## config.mk

```make
export PLATFORM = sky130hd
export DESIGN_NAME = adrc_top
export DESIGN_NICKNAME = d
export VERILOG_FILES = /design/src/adrc_pkg.sv /design/src/adrc_top.sv
export SDC_FILE = /design/constraint.sdc
export NUM_CORES = 1
export LEC_CHECK = 0
export BUFFER_PORTS_ARGS = -buffer_cell sky130_fd_sc_hd__buf_4
export CORE_MARGIN = 2
export CORE_UTILIZATION = 30
export CTS_CLUSTER_DIAMETER = 150
export DETAILED_ROUTE_END_ITERATION = 10
export GPL_ROUTABILITY_DRIVEN = 0
export GPL_TIMING_DRIVEN = 0
export SLEW_MARGIN = 30
export SYNTH_ARGS = -nofsm -noshare
export SYNTH_HDL_FRONTEND = slang
export SYNTH_SLANG_ARGS = --single-unit
```

## constraint.sdc

```tcl
create_clock -name core_clk -period 10.41 [get_ports core_clk]
set_input_delay 1.041 -clock core_clk [delete_from_list [all_inputs] [get_ports core_clk]]
set_output_delay 1.041 -clock core_clk [all_outputs]
set_load 0.02 [all_outputs]
```

## src/adrc_pkg.sv

```systemverilog
package adrc_pkg;
    // ------------------------------------------------------------
    // Sizes and limits
    // ------------------------------------------------------------
    localparam int unsigned WORD_W = 16;
    localparam int unsigned LEN_W = 32;
    localparam int unsigned SEG_W = 24;
    localparam logic [SEG_W-1:0] SEG_BYTES = 24'h800000;
    localparam logic [LEN_W-1:0] WORD_BYTES = 32'h00000002;
    localparam logic [LEN_W-1:0] WR_MAX_BYTES = 32'h00800000;
    localparam logic [47:0] BIG_DRIVE_SECTORS = 48'h000010000000;
    localparam logic [1:0] MAX_STORAGE = 2'h2;
    localparam logic [1:0] MAX_HUBS = 2'h3;
    localparam int unsigned FIFO_DEPTH = 16;

    // ------------------------------------------------------------
    // Types
    // ------------------------------------------------------------
    typedef enum logic [2:0] {
        ADRC_IDLE = 3'h0,
        ADRC_CBW = 3'h1,
        ADRC_FIRST_IN = 3'h2,
        ADRC_BURST = 3'h3,
        ADRC_SEG_GAP = 3'h4,
        ADRC_CSW = 3'h5
    } adrc_state_t;

    typedef struct packed {
        logic host_bus_type_select;
        logic command_set_select;
        logic device_count_select;
        logic master_slave_select;
    } adrc_strap_t;

    typedef struct packed {
        logic is_hub;
        logic is_ufi;
        logic via_fs_hub;
        logic [47:0] sectors;
    } adrc_dev_t;
endpackage

```

## src/adrc_top.sv

```systemverilog
// Operation
// - Host termination of a burst negates the DMA request early.
// - Reads negate the DMA request after every 8 Mbytes moved.
// - Otherwise the request stays asserted until the transfer completes.
// - Writes negate early only on host termination, never at segments.
// - USB packet errors never drop an asserted DMA request.
// - Persistent NAK on command block: no request, busy set, data request clear.
// - Persistent NAK on first bulk-in before any ack: same as command block case.
// - NAK after an acked bulk-in: request held, busy clear, data request set.
// - NAK on status stage: burst ends, busy set, data request clear.
// - Writes follow the same NAK dependent request and status behaviour.
// - Straps low select IDE bus, ATAPI commands and single device mode.
// - Master/slave select low answers as master, high as slave.
// - At most two storage devices served, further ones ignored.
// - At most three hubs accepted, further ones ignored.
// - Storage behind a full-speed hub runs at full speed.
// - Floppy subclass storage devices are not supported.
// - Storage of 137 GB or more uses extended large-drive addressing.
// - Processor DMA uses active low request and acknowledge.

module adrc_fifo #(
    parameter int unsigned WIDTH = 16,
    parameter int unsigned DEPTH = 16
) (
    input wire logic core_clk,
    input wire logic reset,
    input wire logic in_valid,
    output logic in_ready,
    input wire logic [WIDTH-1:0] in_data,
    output logic out_valid,
    input wire logic out_ready,
    output logic [WIDTH-1:0] out_data
);
    localparam int unsigned AW = $clog2(DEPTH);
    logic [WIDTH-1:0] mem_q [DEPTH];
    logic [AW-1:0] wr_q, wr_d, rd_q, rd_d;
    logic [AW:0] cnt_q, cnt_d;
    logic full_q, full_d, empty_q, empty_d;
    logic push, pop;

    // ------------------------------------------------------------
    // Pointers and flags
    // ------------------------------------------------------------
    always_comb begin
        push = in_valid && !full_q;
        pop = out_ready && !empty_q;
        wr_d = push ? wr_q + 1'b1 : wr_q;
        rd_d = pop ? rd_q + 1'b1 : rd_q;
        cnt_d = cnt_q + {{AW{1'b0}}, push} - {{AW{1'b0}}, pop};
        full_d = cnt_d == DEPTH[AW:0];
        empty_d = cnt_d == '0;
    end

    always_ff @(posedge core_clk) begin
        if (reset) begin
            wr_q <= '0;
            rd_q <= '0;
            cnt_q <= '0;
            full_q <= 1'b0;
            empty_q <= 1'b1;
        end else begin
            wr_q <= wr_d;
            rd_q <= rd_d;
            cnt_q <= cnt_d;
            full_q <= full_d;
            empty_q <= empty_d;
        end
    end

    always_ff @(posedge core_clk) begin
        if (push) begin
            mem_q[wr_q] <= in_data;
        end
    end

    assign in_ready = !full_q;
    assign out_valid = !empty_q;
    assign out_data = mem_q[rd_q];
endmodule

module adrc_top #(
    parameter int unsigned FIFO_DEPTH = adrc_pkg::FIFO_DEPTH,
    parameter logic [adrc_pkg::SEG_W-1:0] SEG_LEN = adrc_pkg::SEG_BYTES
) (
    input wire logic core_clk,
    input wire logic reset,
    input wire adrc_pkg::adrc_strap_t strap_pins,
    output logic ide_mode_q,
    output logic atapi_mode_q,
    output logic single_dev_mode_q,
    output logic slave_role_q,
    input wire logic cmd_valid,
    input wire logic cmd_write,
    input wire logic cmd_dev_slave,
    input wire logic [adrc_pkg::LEN_W-1:0] cmd_len,
    output logic cmd_reject_q,
    input wire logic dmack_n,
    input wire logic host_stop,
    input wire logic host_stb,
    input wire logic [adrc_pkg::WORD_W-1:0] host_wdata,
    output logic dmarq_n_q,
    output logic [adrc_pkg::WORD_W-1:0] host_rdata_q,
    output logic bsy_q,
    output logic drq_q,
    input wire logic usb_cbw_ack,
    input wire logic usb_data_ack,
    input wire logic usb_csw_ok,
    input wire logic usb_nak_stuck,
    input wire logic usb_pkt_err,
    input wire logic usb_rx_valid,
    input wire logic [adrc_pkg::WORD_W-1:0] usb_rx_data,
    output logic usb_rx_ready_q,
    output logic usb_tx_valid_q,
    output logic [adrc_pkg::WORD_W-1:0] usb_tx_data_q,
    output logic pkt_err_seen_q,
    input wire logic dev_attach,
    input wire adrc_pkg::adrc_dev_t dev_info,
    output logic dev_accept_q,
    output logic dev_slot_slave_q,
    output logic dev_fs_only_q,
    output logic dev_lba48_q
);
    // ------------------------------------------------------------
    // Pin synchronisers
    // ------------------------------------------------------------
    localparam int unsigned PW = 7 + adrc_pkg::WORD_W;
    logic [PW-1:0] pin_s1_q, pin_s2_q;
    logic stb_s3_q;
    logic dmack_s, stop_s, stb_edge;
    logic [adrc_pkg::WORD_W-1:0] wdata_s;
    adrc_pkg::adrc_strap_t strap_s;

    always_ff @(posedge core_clk) begin
        pin_s1_q <= {strap_pins, dmack_n, host_stop, host_stb, host_wdata};
        pin_s2_q <= pin_s1_q;
        stb_s3_q <= pin_s2_q[adrc_pkg::WORD_W];
    end

    always_comb begin
        {strap_s, dmack_s, stop_s} = pin_s2_q[PW-1:adrc_pkg::WORD_W+1];
        dmack_s = !dmack_s;
        stb_edge = pin_s2_q[adrc_pkg::WORD_W] && !stb_s3_q;
        wdata_s = pin_s2_q[adrc_pkg::WORD_W-1:0];
    end

    // ------------------------------------------------------------
    // Transfer control
    // ------------------------------------------------------------
    adrc_pkg::adrc_state_t state_q, state_d;
    logic wr_q, wr_d, rej_d, err_d, rx_rdy_d, txv_d;
    logic dmarq_n_d, bsy_d, drq_d;
    logic [adrc_pkg::LEN_W-1:0] left_q, left_d;
    logic [adrc_pkg::SEG_W-1:0] seg_q, seg_d;
    logic [adrc_pkg::WORD_W-1:0] rdata_d, txd_d;
    logic f_valid, f_ready, f_in_ready, xfer, seg_hit;
    logic [adrc_pkg::WORD_W-1:0] f_data;

    adrc_fifo #(.WIDTH(adrc_pkg::WORD_W), .DEPTH(FIFO_DEPTH)) u_fifo (
        .core_clk(core_clk),
        .reset(reset),
        .in_valid(usb_rx_valid),
        .in_ready(f_in_ready),
        .in_data(usb_rx_data),
        .out_valid(f_valid),
        .out_ready(f_ready),
        .out_data(f_data)
    );

    always_comb begin
        state_d = state_q;
        wr_d = wr_q;
        left_d = left_q;
        seg_d = seg_q;
        rdata_d = host_rdata_q;
        txd_d = usb_tx_data_q;
        txv_d = 1'b0;
        rej_d = 1'b0;
        err_d = pkt_err_seen_q || usb_pkt_err;
        xfer = state_q == adrc_pkg::ADRC_BURST && dmack_s && stb_edge && !stop_s && (wr_q || f_valid);
        f_ready = xfer && !wr_q;
        seg_hit = 1'b0;
        unique case (state_q)
            adrc_pkg::ADRC_IDLE: begin
                if (cmd_valid && cmd_dev_slave == slave_role_q) begin
                    if (cmd_write && cmd_len > adrc_pkg::WR_MAX_BYTES) begin
                        rej_d = 1'b1;
                    end else if (cmd_len != '0) begin
                        state_d = adrc_pkg::ADRC_CBW;
                        wr_d = cmd_write;
                        left_d = cmd_len;
                        seg_d = '0;
                        err_d = usb_pkt_err;
                    end
                end
            end
            adrc_pkg::ADRC_CBW: begin
                if (usb_cbw_ack && !usb_nak_stuck) begin
                    state_d = wr_q ? adrc_pkg::ADRC_BURST : adrc_pkg::ADRC_FIRST_IN;
                end
            end
            adrc_pkg::ADRC_FIRST_IN: begin
                if (usb_data_ack && !usb_nak_stuck) begin
                    state_d = adrc_pkg::ADRC_BURST;
                end
            end
            adrc_pkg::ADRC_BURST: begin
                if (stop_s) begin
                    state_d = adrc_pkg::ADRC_SEG_GAP;
                end else if (xfer) begin
                    left_d = left_q - adrc_pkg::WORD_BYTES;
                    seg_d = seg_q + adrc_pkg::WORD_BYTES[adrc_pkg::SEG_W-1:0];
                    if (wr_q) begin
                        txd_d = wdata_s;
                        txv_d = 1'b1;
                    end else begin
                        rdata_d = f_data;
                    end
                    if (left_d == '0) begin
                        state_d = adrc_pkg::ADRC_CSW;
                    end else if (!wr_q && seg_d == SEG_LEN) begin
                        seg_hit = 1'b1;
                        seg_d = '0;
                        state_d = adrc_pkg::ADRC_SEG_GAP;
                    end
                end
            end
            adrc_pkg::ADRC_SEG_GAP: begin
                if (!dmack_s && !stop_s) begin
                    state_d = adrc_pkg::ADRC_BURST;
                end
            end
            adrc_pkg::ADRC_CSW: begin
                if (usb_csw_ok && !usb_nak_stuck) begin
                    state_d = adrc_pkg::ADRC_IDLE;
                end
            end
            default: state_d = adrc_pkg::ADRC_IDLE;
        endcase
        dmarq_n_d = state_d != adrc_pkg::ADRC_BURST;
        bsy_d = state_d inside {adrc_pkg::ADRC_CBW, adrc_pkg::ADRC_FIRST_IN, adrc_pkg::ADRC_CSW};
        drq_d = state_d inside {adrc_pkg::ADRC_BURST, adrc_pkg::ADRC_SEG_GAP};
        rx_rdy_d = f_in_ready && !(f_valid && !f_ready && !f_in_ready);
    end

    always_ff @(posedge core_clk) begin
        if (reset) begin
            state_q <= adrc_pkg::ADRC_IDLE;
            wr_q <= 1'b0;
            left_q <= '0;
            seg_q <= '0;
            host_rdata_q <= '0;
            usb_tx_data_q <= '0;
            usb_tx_valid_q <= 1'b0;
            cmd_reject_q <= 1'b0;
            pkt_err_seen_q <= 1'b0;
            dmarq_n_q <= 1'b1;
            bsy_q <= 1'b0;
            drq_q <= 1'b0;
            usb_rx_ready_q <= 1'b0;
        end else begin
            state_q <= state_d;
            wr_q <= wr_d;
            left_q <= left_d;
            seg_q <= seg_d;
            host_rdata_q <= rdata_d;
            usb_tx_data_q <= txd_d;
            usb_tx_valid_q <= txv_d;
            cmd_reject_q <= rej_d;
            pkt_err_seen_q <= err_d;
            dmarq_n_q <= dmarq_n_d;
            bsy_q <= bsy_d;
            drq_q <= drq_d;
            usb_rx_ready_q <= rx_rdy_d;
        end
    end

    // ------------------------------------------------------------
    // Straps and attached devices
    // ------------------------------------------------------------
    logic [1:0] stor_q, stor_d, hub_q, hub_d;
    logic acc_d, slot_d, fs_d, lba_d, ide_d, atapi_d, single_d, slave_d;

    always_comb begin
        stor_d = stor_q;
        hub_d = hub_q;
        acc_d = 1'b0;
        slot_d = dev_slot_slave_q;
        fs_d = dev_fs_only_q;
        lba_d = dev_lba48_q;
        ide_d = !strap_s.host_bus_type_select;
        atapi_d = !strap_s.command_set_select;
        single_d = !strap_s.device_count_select;
        slave_d = strap_s.master_slave_select;
        if (dev_attach) begin
            if (dev_info.is_hub) begin
                if (hub_q < adrc_pkg::MAX_HUBS) begin
                    hub_d = hub_q + 2'h1;
                    acc_d = 1'b1;
                end
            end else if (!dev_info.is_ufi && stor_q < adrc_pkg::MAX_STORAGE) begin
                stor_d = stor_q + 2'h1;
                acc_d = 1'b1;
                slot_d = stor_q[0];
                fs_d = dev_info.via_fs_hub;
                lba_d = dev_info.sectors >= adrc_pkg::BIG_DRIVE_SECTORS;
            end
        end
    end

    always_ff @(posedge core_clk) begin
        if (reset) begin
            stor_q <= '0;
            hub_q <= '0;
            dev_accept_q <= 1'b0;
            dev_slot_slave_q <= 1'b0;
            dev_fs_only_q <= 1'b0;
            dev_lba48_q <= 1'b0;
            ide_mode_q <= 1'b0;
            atapi_mode_q <= 1'b0;
            single_dev_mode_q <= 1'b0;
            slave_role_q <= 1'b0;
        end else begin
            stor_q <= stor_d;
            hub_q <= hub_d;
            dev_accept_q <= acc_d;
            dev_slot_slave_q <= slot_d;
            dev_fs_only_q <= fs_d;
            dev_lba48_q <= lba_d;
            ide_mode_q <= ide_d;
            atapi_mode_q <= atapi_d;
            single_dev_mode_q <= single_d;
            slave_role_q <= slave_d;
        end
    end
endmodule

```

==> qor.txt, run 1 <==
Area after DPL: 20000 sq um
first-pass GRT wire length: 68.7 mm
post-synthesis net count: 1489
relative max-transition margin: 0.261
fmax: 186 MHz
library cells used by synthesis: 74
Max rail drop VDD: 0.131 mV
I/O Pins: 181
CTS tree: built
synthesis-stage register bit count: 428
worst reg-to-reg setup slack: 5.05 ns
num rows: 88
Max Cap Viol: 0
post-CTS resize count: 0
DRC: 0
CP Class: flip-flop to flip-flop
hold buffer count at CTS: 0
register area: 11100 sq um
CP max-delay cell: nor4b_1
CP most frequent cell: clkbuf_1
wire per inst: 19.2 um
CP startpoint kind: flip-flop
Leak: 0.00726 uW
CP max FO: 10
Skew-Pair Late Insertion Delay: 0.59 ns
fin. max-slew vios: 0
Fill cells: 5531
Util after Layout: 0.372
Die Y: 245 um
area of the multi-input gates: 6030 sq um
initial antenna violation count: 1
Core ar.: 57700 sq um
Final Skew: 0.0181 ns
asr flop ratio synth: 0
outcome: finished clean
largest net degree at the start of global routing: 17
Final Hold Viols: 0
CP arrival: 5.87 ns
vias per cell: 5.04
Synth Flop Type: edfxtp_1
share of cells above drive strength 1: 0.230
CTS buffer count: 46
share of the synthesized area in the top cell type: 0.440
Area contributors post-synth: edfxtp_1 (44%), dfxtp_1 (20%), mux4_2 (10%)
WHS: 0.323 ns
WP data required: 10.92 ns
Power per Cell Area: 181 nW/um^2
mapped cell area: 17500 sq um
crit-path max cell delay: 0.99 ns
fin crit share: 0.515
Gate Count Post-Synth: 1341
Diodes inserted: 0
maximum clock path buffer count: 3
die area: 60200 sq um
H-tree levels: 2
syn avg cell area: 13.0 sq um
post-layout min period: 5.36 ns
cell taking the most area after synthesis: edfxtp_1
Port-buffer cells: 152
chain of cells forming the critical path: clkbuf_1, nand3b_1, nor4b_1, clkbuf_1, nand2b_1, clkbuf_1, inv_1, clkbuf_1, ha_1, inv_1, ha_1, inv_1, fa_1, xnor2_1, nor4b_1, nor2b_1
Via Count: 11900
number of detailed-route iterations in the first pass: 6
remaining antenna violation count: 0
clock tree sinks: 428
Min-Delay Path Class: flip-flop to flip-flop
YS warnings: 0
initial core utilization: 0.303
share of the yosys chip area belonging to registers: 0.637
GRT Overall Usage: 0.149
Design Area, Final: 21500 sq um
CTS root buf: clkbuf_16
total congestion overflow: 0
Worst-Margin Slew: 1.09 ns
vias in the first global route: 11600
Syn-to-layout area delta: 22.9%
final wirelength: 45.3 mm
Die X: 245 um
Final setup viols: 0
post-CTS setup buffers: 0
unrepaired setup endpoints after global routing: false
Setup crit end kind: flip-flop
final net count: 1706
EDFF count, synth: 256
setup TNS: 0 ns
clk slew on worst S/H paths: 0.06 ns
DP HPWL: 31.1 mm
DR iter-0 viols: 1130
-- power by group --
| part | leakage (uW) | total (uW) | internal, uW | switching, uW |
|---|---|---|---|---|
| logic | 0.00283 | 393 | 170 | 224 |
| registers | 0.00372 | 1900 | 1870 | 29.7 |
| clock network | 0.000713 | 1600 | 936 | 666 |
| total | 0.00726 | 3890 | 2970 | 919 |
-- flip-flops by register name, summed over array words and instances, names as in the netlist, 2 cells and up --
register / flops
left_q: 32
host_rdata_q: 16
hub_q: 2
u_fifo.cnt_q: 5
seg_q: 23
usb_tx_data_q: 16
u_fifo.mem_q: 256
state_q: 3
u_fifo.rd_q: 4
stor_q: 2
pin_s1_q: 23
u_fifo.wr_q: 4
pin_s2_q: 23
-- through the flow --
step / instances / power, uW / setup slack, ns
floorplan: 1341 / 2170 / 6.77
global placement: 2258 / 2300 / 5.18
detailed placement: 2275 / 2320 / 5.14
CTS: 2359 / 3930 / 5.08
global route: 2359 / 4040 / 4.70
finish: 2359 / 3890 / 5.05
-- layer usage --
metal | global-route usage | vias to the layer above | wire length, um
met5 | 0 | - | 8
met4 | 0.0590 | 2 | 1570
met3 | 0.0296 | 98 | 3020
met2 | 0.238 | 449 | 21000
met1 | 0.199 | 5875 | 19800
li1 | - | 5473 | -
-- worst max-delay path, delay by kind of cell, from the launching register on --
kind	cells	cell delay, ns
xor gates and xnor gates	1	0.16
adders and majority gates	3	0.89
buffers and inverters	7	1.86
DFF	1	0.29
and+or+nand+nor	5	2.07
-- kinds of logic (layout without fill, tap and decap cells) --
| group | Yosys count | after routing | share of synthesized area |
|---|---|---|---|
| buf+inv | 108 | 361 | 0.0248 |
| simple gates | 470 | 470 | 0.134 |
| mux | 89 | 89 | 0.108 |
| fa+ha+maj | 14 | 14 | 0.0105 |
| compound gates | 195 | 195 | 0.0674 |
| flops | 428 | 428 | 0.637 |
| xor+xnor | 37 | 37 | 0.0185 |
-- cell type report --
class	instances	area share
sequential	428	0.518
multi-input combinational	805	0.281
timing repair buffer	169	0.0668
clock buffer	70	0.0602
tap	765	0.0446
buffer	83	0.0163
clock inverter	14	0.00886
inverter	25	0.00437
-- worst paths after layout --
path	startpoint	end	depth (start not counted)
setup / recovery	state_q[2]	u_fifo.full_q	16
hold reg to reg	pin_s1_q[21]	pin_s2_q[21]	0
hold / removal	pin_s1_q[21]	pin_s2_q[21]	0
setup reg to reg	state_q[2]	u_fifo.full_q	16
-- Yosys cell counts (14+ instances only) --
library cell    n
nor2_1        127
edfxtp_1      256
mux4_2         80
o21ai_0        35
nor4_1         25
nand4_1        18
clkbuf_1       60
a21oi_1        82
xor2_1         14
nor3_1         29
inv_1          25
nand2_1       149
dfxtp_1       172
xnor2_1        23
nand3_1        32
-- cells in the final DEF, fill, tap and decap left out, types with 6 or more instances in the layout --
master     count
edfxtp_1     256
dfxtp_1      172
buf_4        159
nand2_1      149
nor2_1       115
a21oi_1       82
mux4_2        80
clkbuf_1      77
clkbuf_16     46
o21ai_0       35
nand3_1       32
inv_1         25
nor4_1        25
nor3_1        25
xnor2_1       23
nand4_1       18
xor2_1        14
buf_2         14
a211oi_1      13
ha_1          13
nor2b_1       12
nor2_4        12
nand2b_1      10
mux2i_1        8
or3_1          8
a22oi_1        8
a31oi_1        8
buf_16         8
nand3b_1       7
a21o_1         7
o21ai_1        7
buf_1          6
or4_1          6
(Power assumes the default switching activity.)
==> run 2, diff against run 1 <==
--- a/config.mk
+++ b/config.mk
@@ -5,6 +5,7 @@
 export SDC_FILE = /design/constraint.sdc
 export NUM_CORES = 1
 export LEC_CHECK = 0
+export ABC_AREA = 1
 export BUFFER_PORTS_ARGS = -buffer_cell sky130_fd_sc_hd__buf_4
 export CORE_MARGIN = 2
 export CORE_UTILIZATION = 30
==> constraint.sdc (replaced) <==
create_clock -name core_clk -period 5.1 [get_ports core_clk]
set_input_delay 0.51 -clock core_clk [delete_from_list [all_inputs] [get_ports core_clk]]
set_output_delay 0.51 -clock core_clk [all_outputs]
set_load 0.02 [all_outputs]
==> run 2 against run 1 <==
Net effect:
- non-clock buffer count fell by 3
- clock-buffer cell count fell by 3
- core utilization decreased by 0.27 points
- combinational power up 130%
- largest power group unchanged
- via count up 20%
- largest cell class unchanged
- critical path depth increased by 1
- synthesized cell count up 33%
==> qor.txt, run 2 <==
asr flop ratio synth: 0
vias per cell: 5.12
synthesis-stage register bit count: 428
remaining antenna violation count: 0
Syn-to-layout area delta: 21.3%
Pwr Total: 8020 uW
EDFF count, synth: 256
DR iter-0 viols: 1156
Biggest register: u_fifo.mem_q
number of detailed-route iterations in the first pass: 5
mapped cell area: 18000 sq um
final net count: 2139
Worst-Margin Slew: 0.978 ns
clk slew on worst S/H paths: 0.06 ns
post-CTS setup buffers: 0
WP data required: 5.46 ns
final wirelength: 55.1 mm
Max Cap Viol: 0
relative max-transition margin: 0.348
GR Util met2: 0.286
met3 Use GR: 0.0329
Leak: 0.00795 uW
library cells used by synthesis: 46
I/O Pins: 181
Final setup viols: 0
initial core utilization: 0.305
WHS: 0.0392 ns
total congestion overflow: 0
Util after Layout: 0.369
share of the synthesized area in the top cell type: 0.427
share of cells above drive strength 1: 0.146
Core ar.: 59100 sq um
Synth top cells by count: nor2_1 (277), nand2_1 (272), edfxtp_1 (256), dfxtp_1 (172), o21ai_0 (124)
wire per inst: 19.7 um
Die X: 249 um
CTS tree: built
DRC: 0
die area: 62000 sq um
outcome: finished clean
Max rail drop VDD: 0.287 mV
CP max FO: 10
vias in the first global route: 14300
clock tree sinks: 428
post-CTS resize count: 0
commonest non-fill, non-tap cells in the layout: nand2_1 (272), nor2_1 (261), edfxtp_1 (256)
Area contributors post-synth: edfxtp_1 (43%), dfxtp_1 (19%), nor2_1 (5.8%)
DP HPWL: 38.5 mm
Die Y: 249 um
initial antenna violation count: 1
fmax: 242 MHz
num rows: 89
fin crit share: 0.811
CTS root buf: clkbuf_16
max reg flops: 256
most frequent cell after synthesis: nor2_1
routing usage on met1: 0.226
Final Hold Viols: 0
share of the yosys chip area belonging to registers: 0.618
syn avg cell area: 10.1 sq um
maximum clock path buffer count: 3
cell taking the most area after synthesis: edfxtp_1
Via Count: 14300
Skew-Pair Late Insertion Delay: 0.59 ns
Power per Cell Area: 367 nW/um^2
Min-Delay Path Class: input pin to flip-flop
largest net degree at the start of global routing: 17
leading cell type in the layout, fill and taps excluded: nand2_1
hold buffer count at CTS: 0
Final Skew: 0.0273 ns
H-tree levels: 2
post-synthesis net count: 1934
Fill cells: 5776
unrepaired setup endpoints after global routing: false
Port-buffer cells: 152
YS warnings: 0
GRT Overall Usage: 0.175
CTS buffer count: 44
GRT busiest layer: met2
CP Class: flip-flop to flip-flop
Synth Flop Type: edfxtp_1
CP startpoint kind: flip-flop
top flop regs: u_fifo.mem_q (256), left_q (32)
setup TNS: 0 ns
first-pass GRT wire length: 84.2 mm
Gate Count Post-Synth: 1786
post-layout min period: 4.14 ns
Setup crit end kind: flip-flop
CP arrival: 4.50 ns
fin. max-slew vios: 0
==> run 2: cell types whose count changed in the layout (fill, tap and decap cells not counted), moves of 38 or more <==
cell	previous run	this run
o221ai_1	0	39
nand3_1	32	91
o21ai_0	35	124
o211ai_1	4	42
nand2_1	149	272
nor2_1	115	261
mux4_2	80	0
inv_1	25	123
==> run 2: cells by family (layout without fill, tap and decap cells) <==
kind of cell             count (synthesis)  after routing  share of synthesized area
AND/OR/NAND/NOR                        733            733                      0.176
flip-flops                             428            428                      0.618
AO/OA/AOI/OAI                          344            344                      0.121
buffers and inverters                  216            455                     0.0470
multiplexers                            38             38                     0.0211
adder cells (fa/ha/maj)                 14             14                     0.0101
XOR/XNOR                                13             13                    0.00674
other                                    0              1                          0
==> run 2: path summary, 6_finish.rpt <==
path	from	to	slack, ns	depth (start not counted)
max	state_q[2]	u_fifo.empty_q	0.96	17
min	host_wdata[0]	pin_s1_q[0]	0.04	1
max reg2reg	state_q[2]	u_fifo.empty_q	0.96	17
min reg2reg	pin_s1_q[3]	pin_s2_q[3]	0.33	0
==> run 2: routing by layer <==
metal  part of all wire  wire, um
met1               0.42     23100
met2               0.47     25600
met3              0.074      4080
met4              0.042      2300
met5                  0         0
==> run 2: worst max-delay path, cell delays in order, from the launching register on <==
cell	delay, ns
dfxtp_1	0.33
inv_1	0.08
nand2_1	0.10
nor2_4	0.23
inv_2	0.16
a2111oi_2	0.22
nand3_1	0.19
nor2_1	0.27
buf_2	0.39
buf_2	0.36
ha_1	0.29
inv_1	0.06
ha_1	0.16
inv_1	0.06
fa_1	0.39
o21ai_0	0.27
xor2_1	0.20
o21ai_0	0.17
==> run 2: area by class of cell <==
class	count	area [sq um]	area share
flip-flops and latches	428	11100	0.509
multi-input cells	1142	6160	0.282
repair buffers	159	1310	0.0599
clock buffers	67	1280	0.0585
well taps	773	967	0.0443
inverters	126	473	0.0216
plain buffers	90	374	0.0171
clock inverters	13	158	0.00722
diodes	1	2.50	0.000115
==> run 2: power by group <==
group	total, uW	switching [uW]	internal, uW	leakage, uW
clock	3210	1360	1840	0.000687
combinational	918	603	314	0.00354
sequential	3890	72.4	3820	0.00373
total	8020	2040	5980	0.00795
==> run 2: stage by stage <==
| stage | setup slack, ns | instances | area [sq um] |
|---|---|---|---|
| final | 0.961 | 2799 | 21800 |
| after global routing | 0.648 | 2799 | 21800 |
| after CTS | 0.972 | 2798 | 21800 |
| after detailed placement | 0.992 | 2718 | 20400 |
| after global placement | 1.08 | 2711 | 20100 |
| after floorplan | 2.10 | 1786 | 18000 |
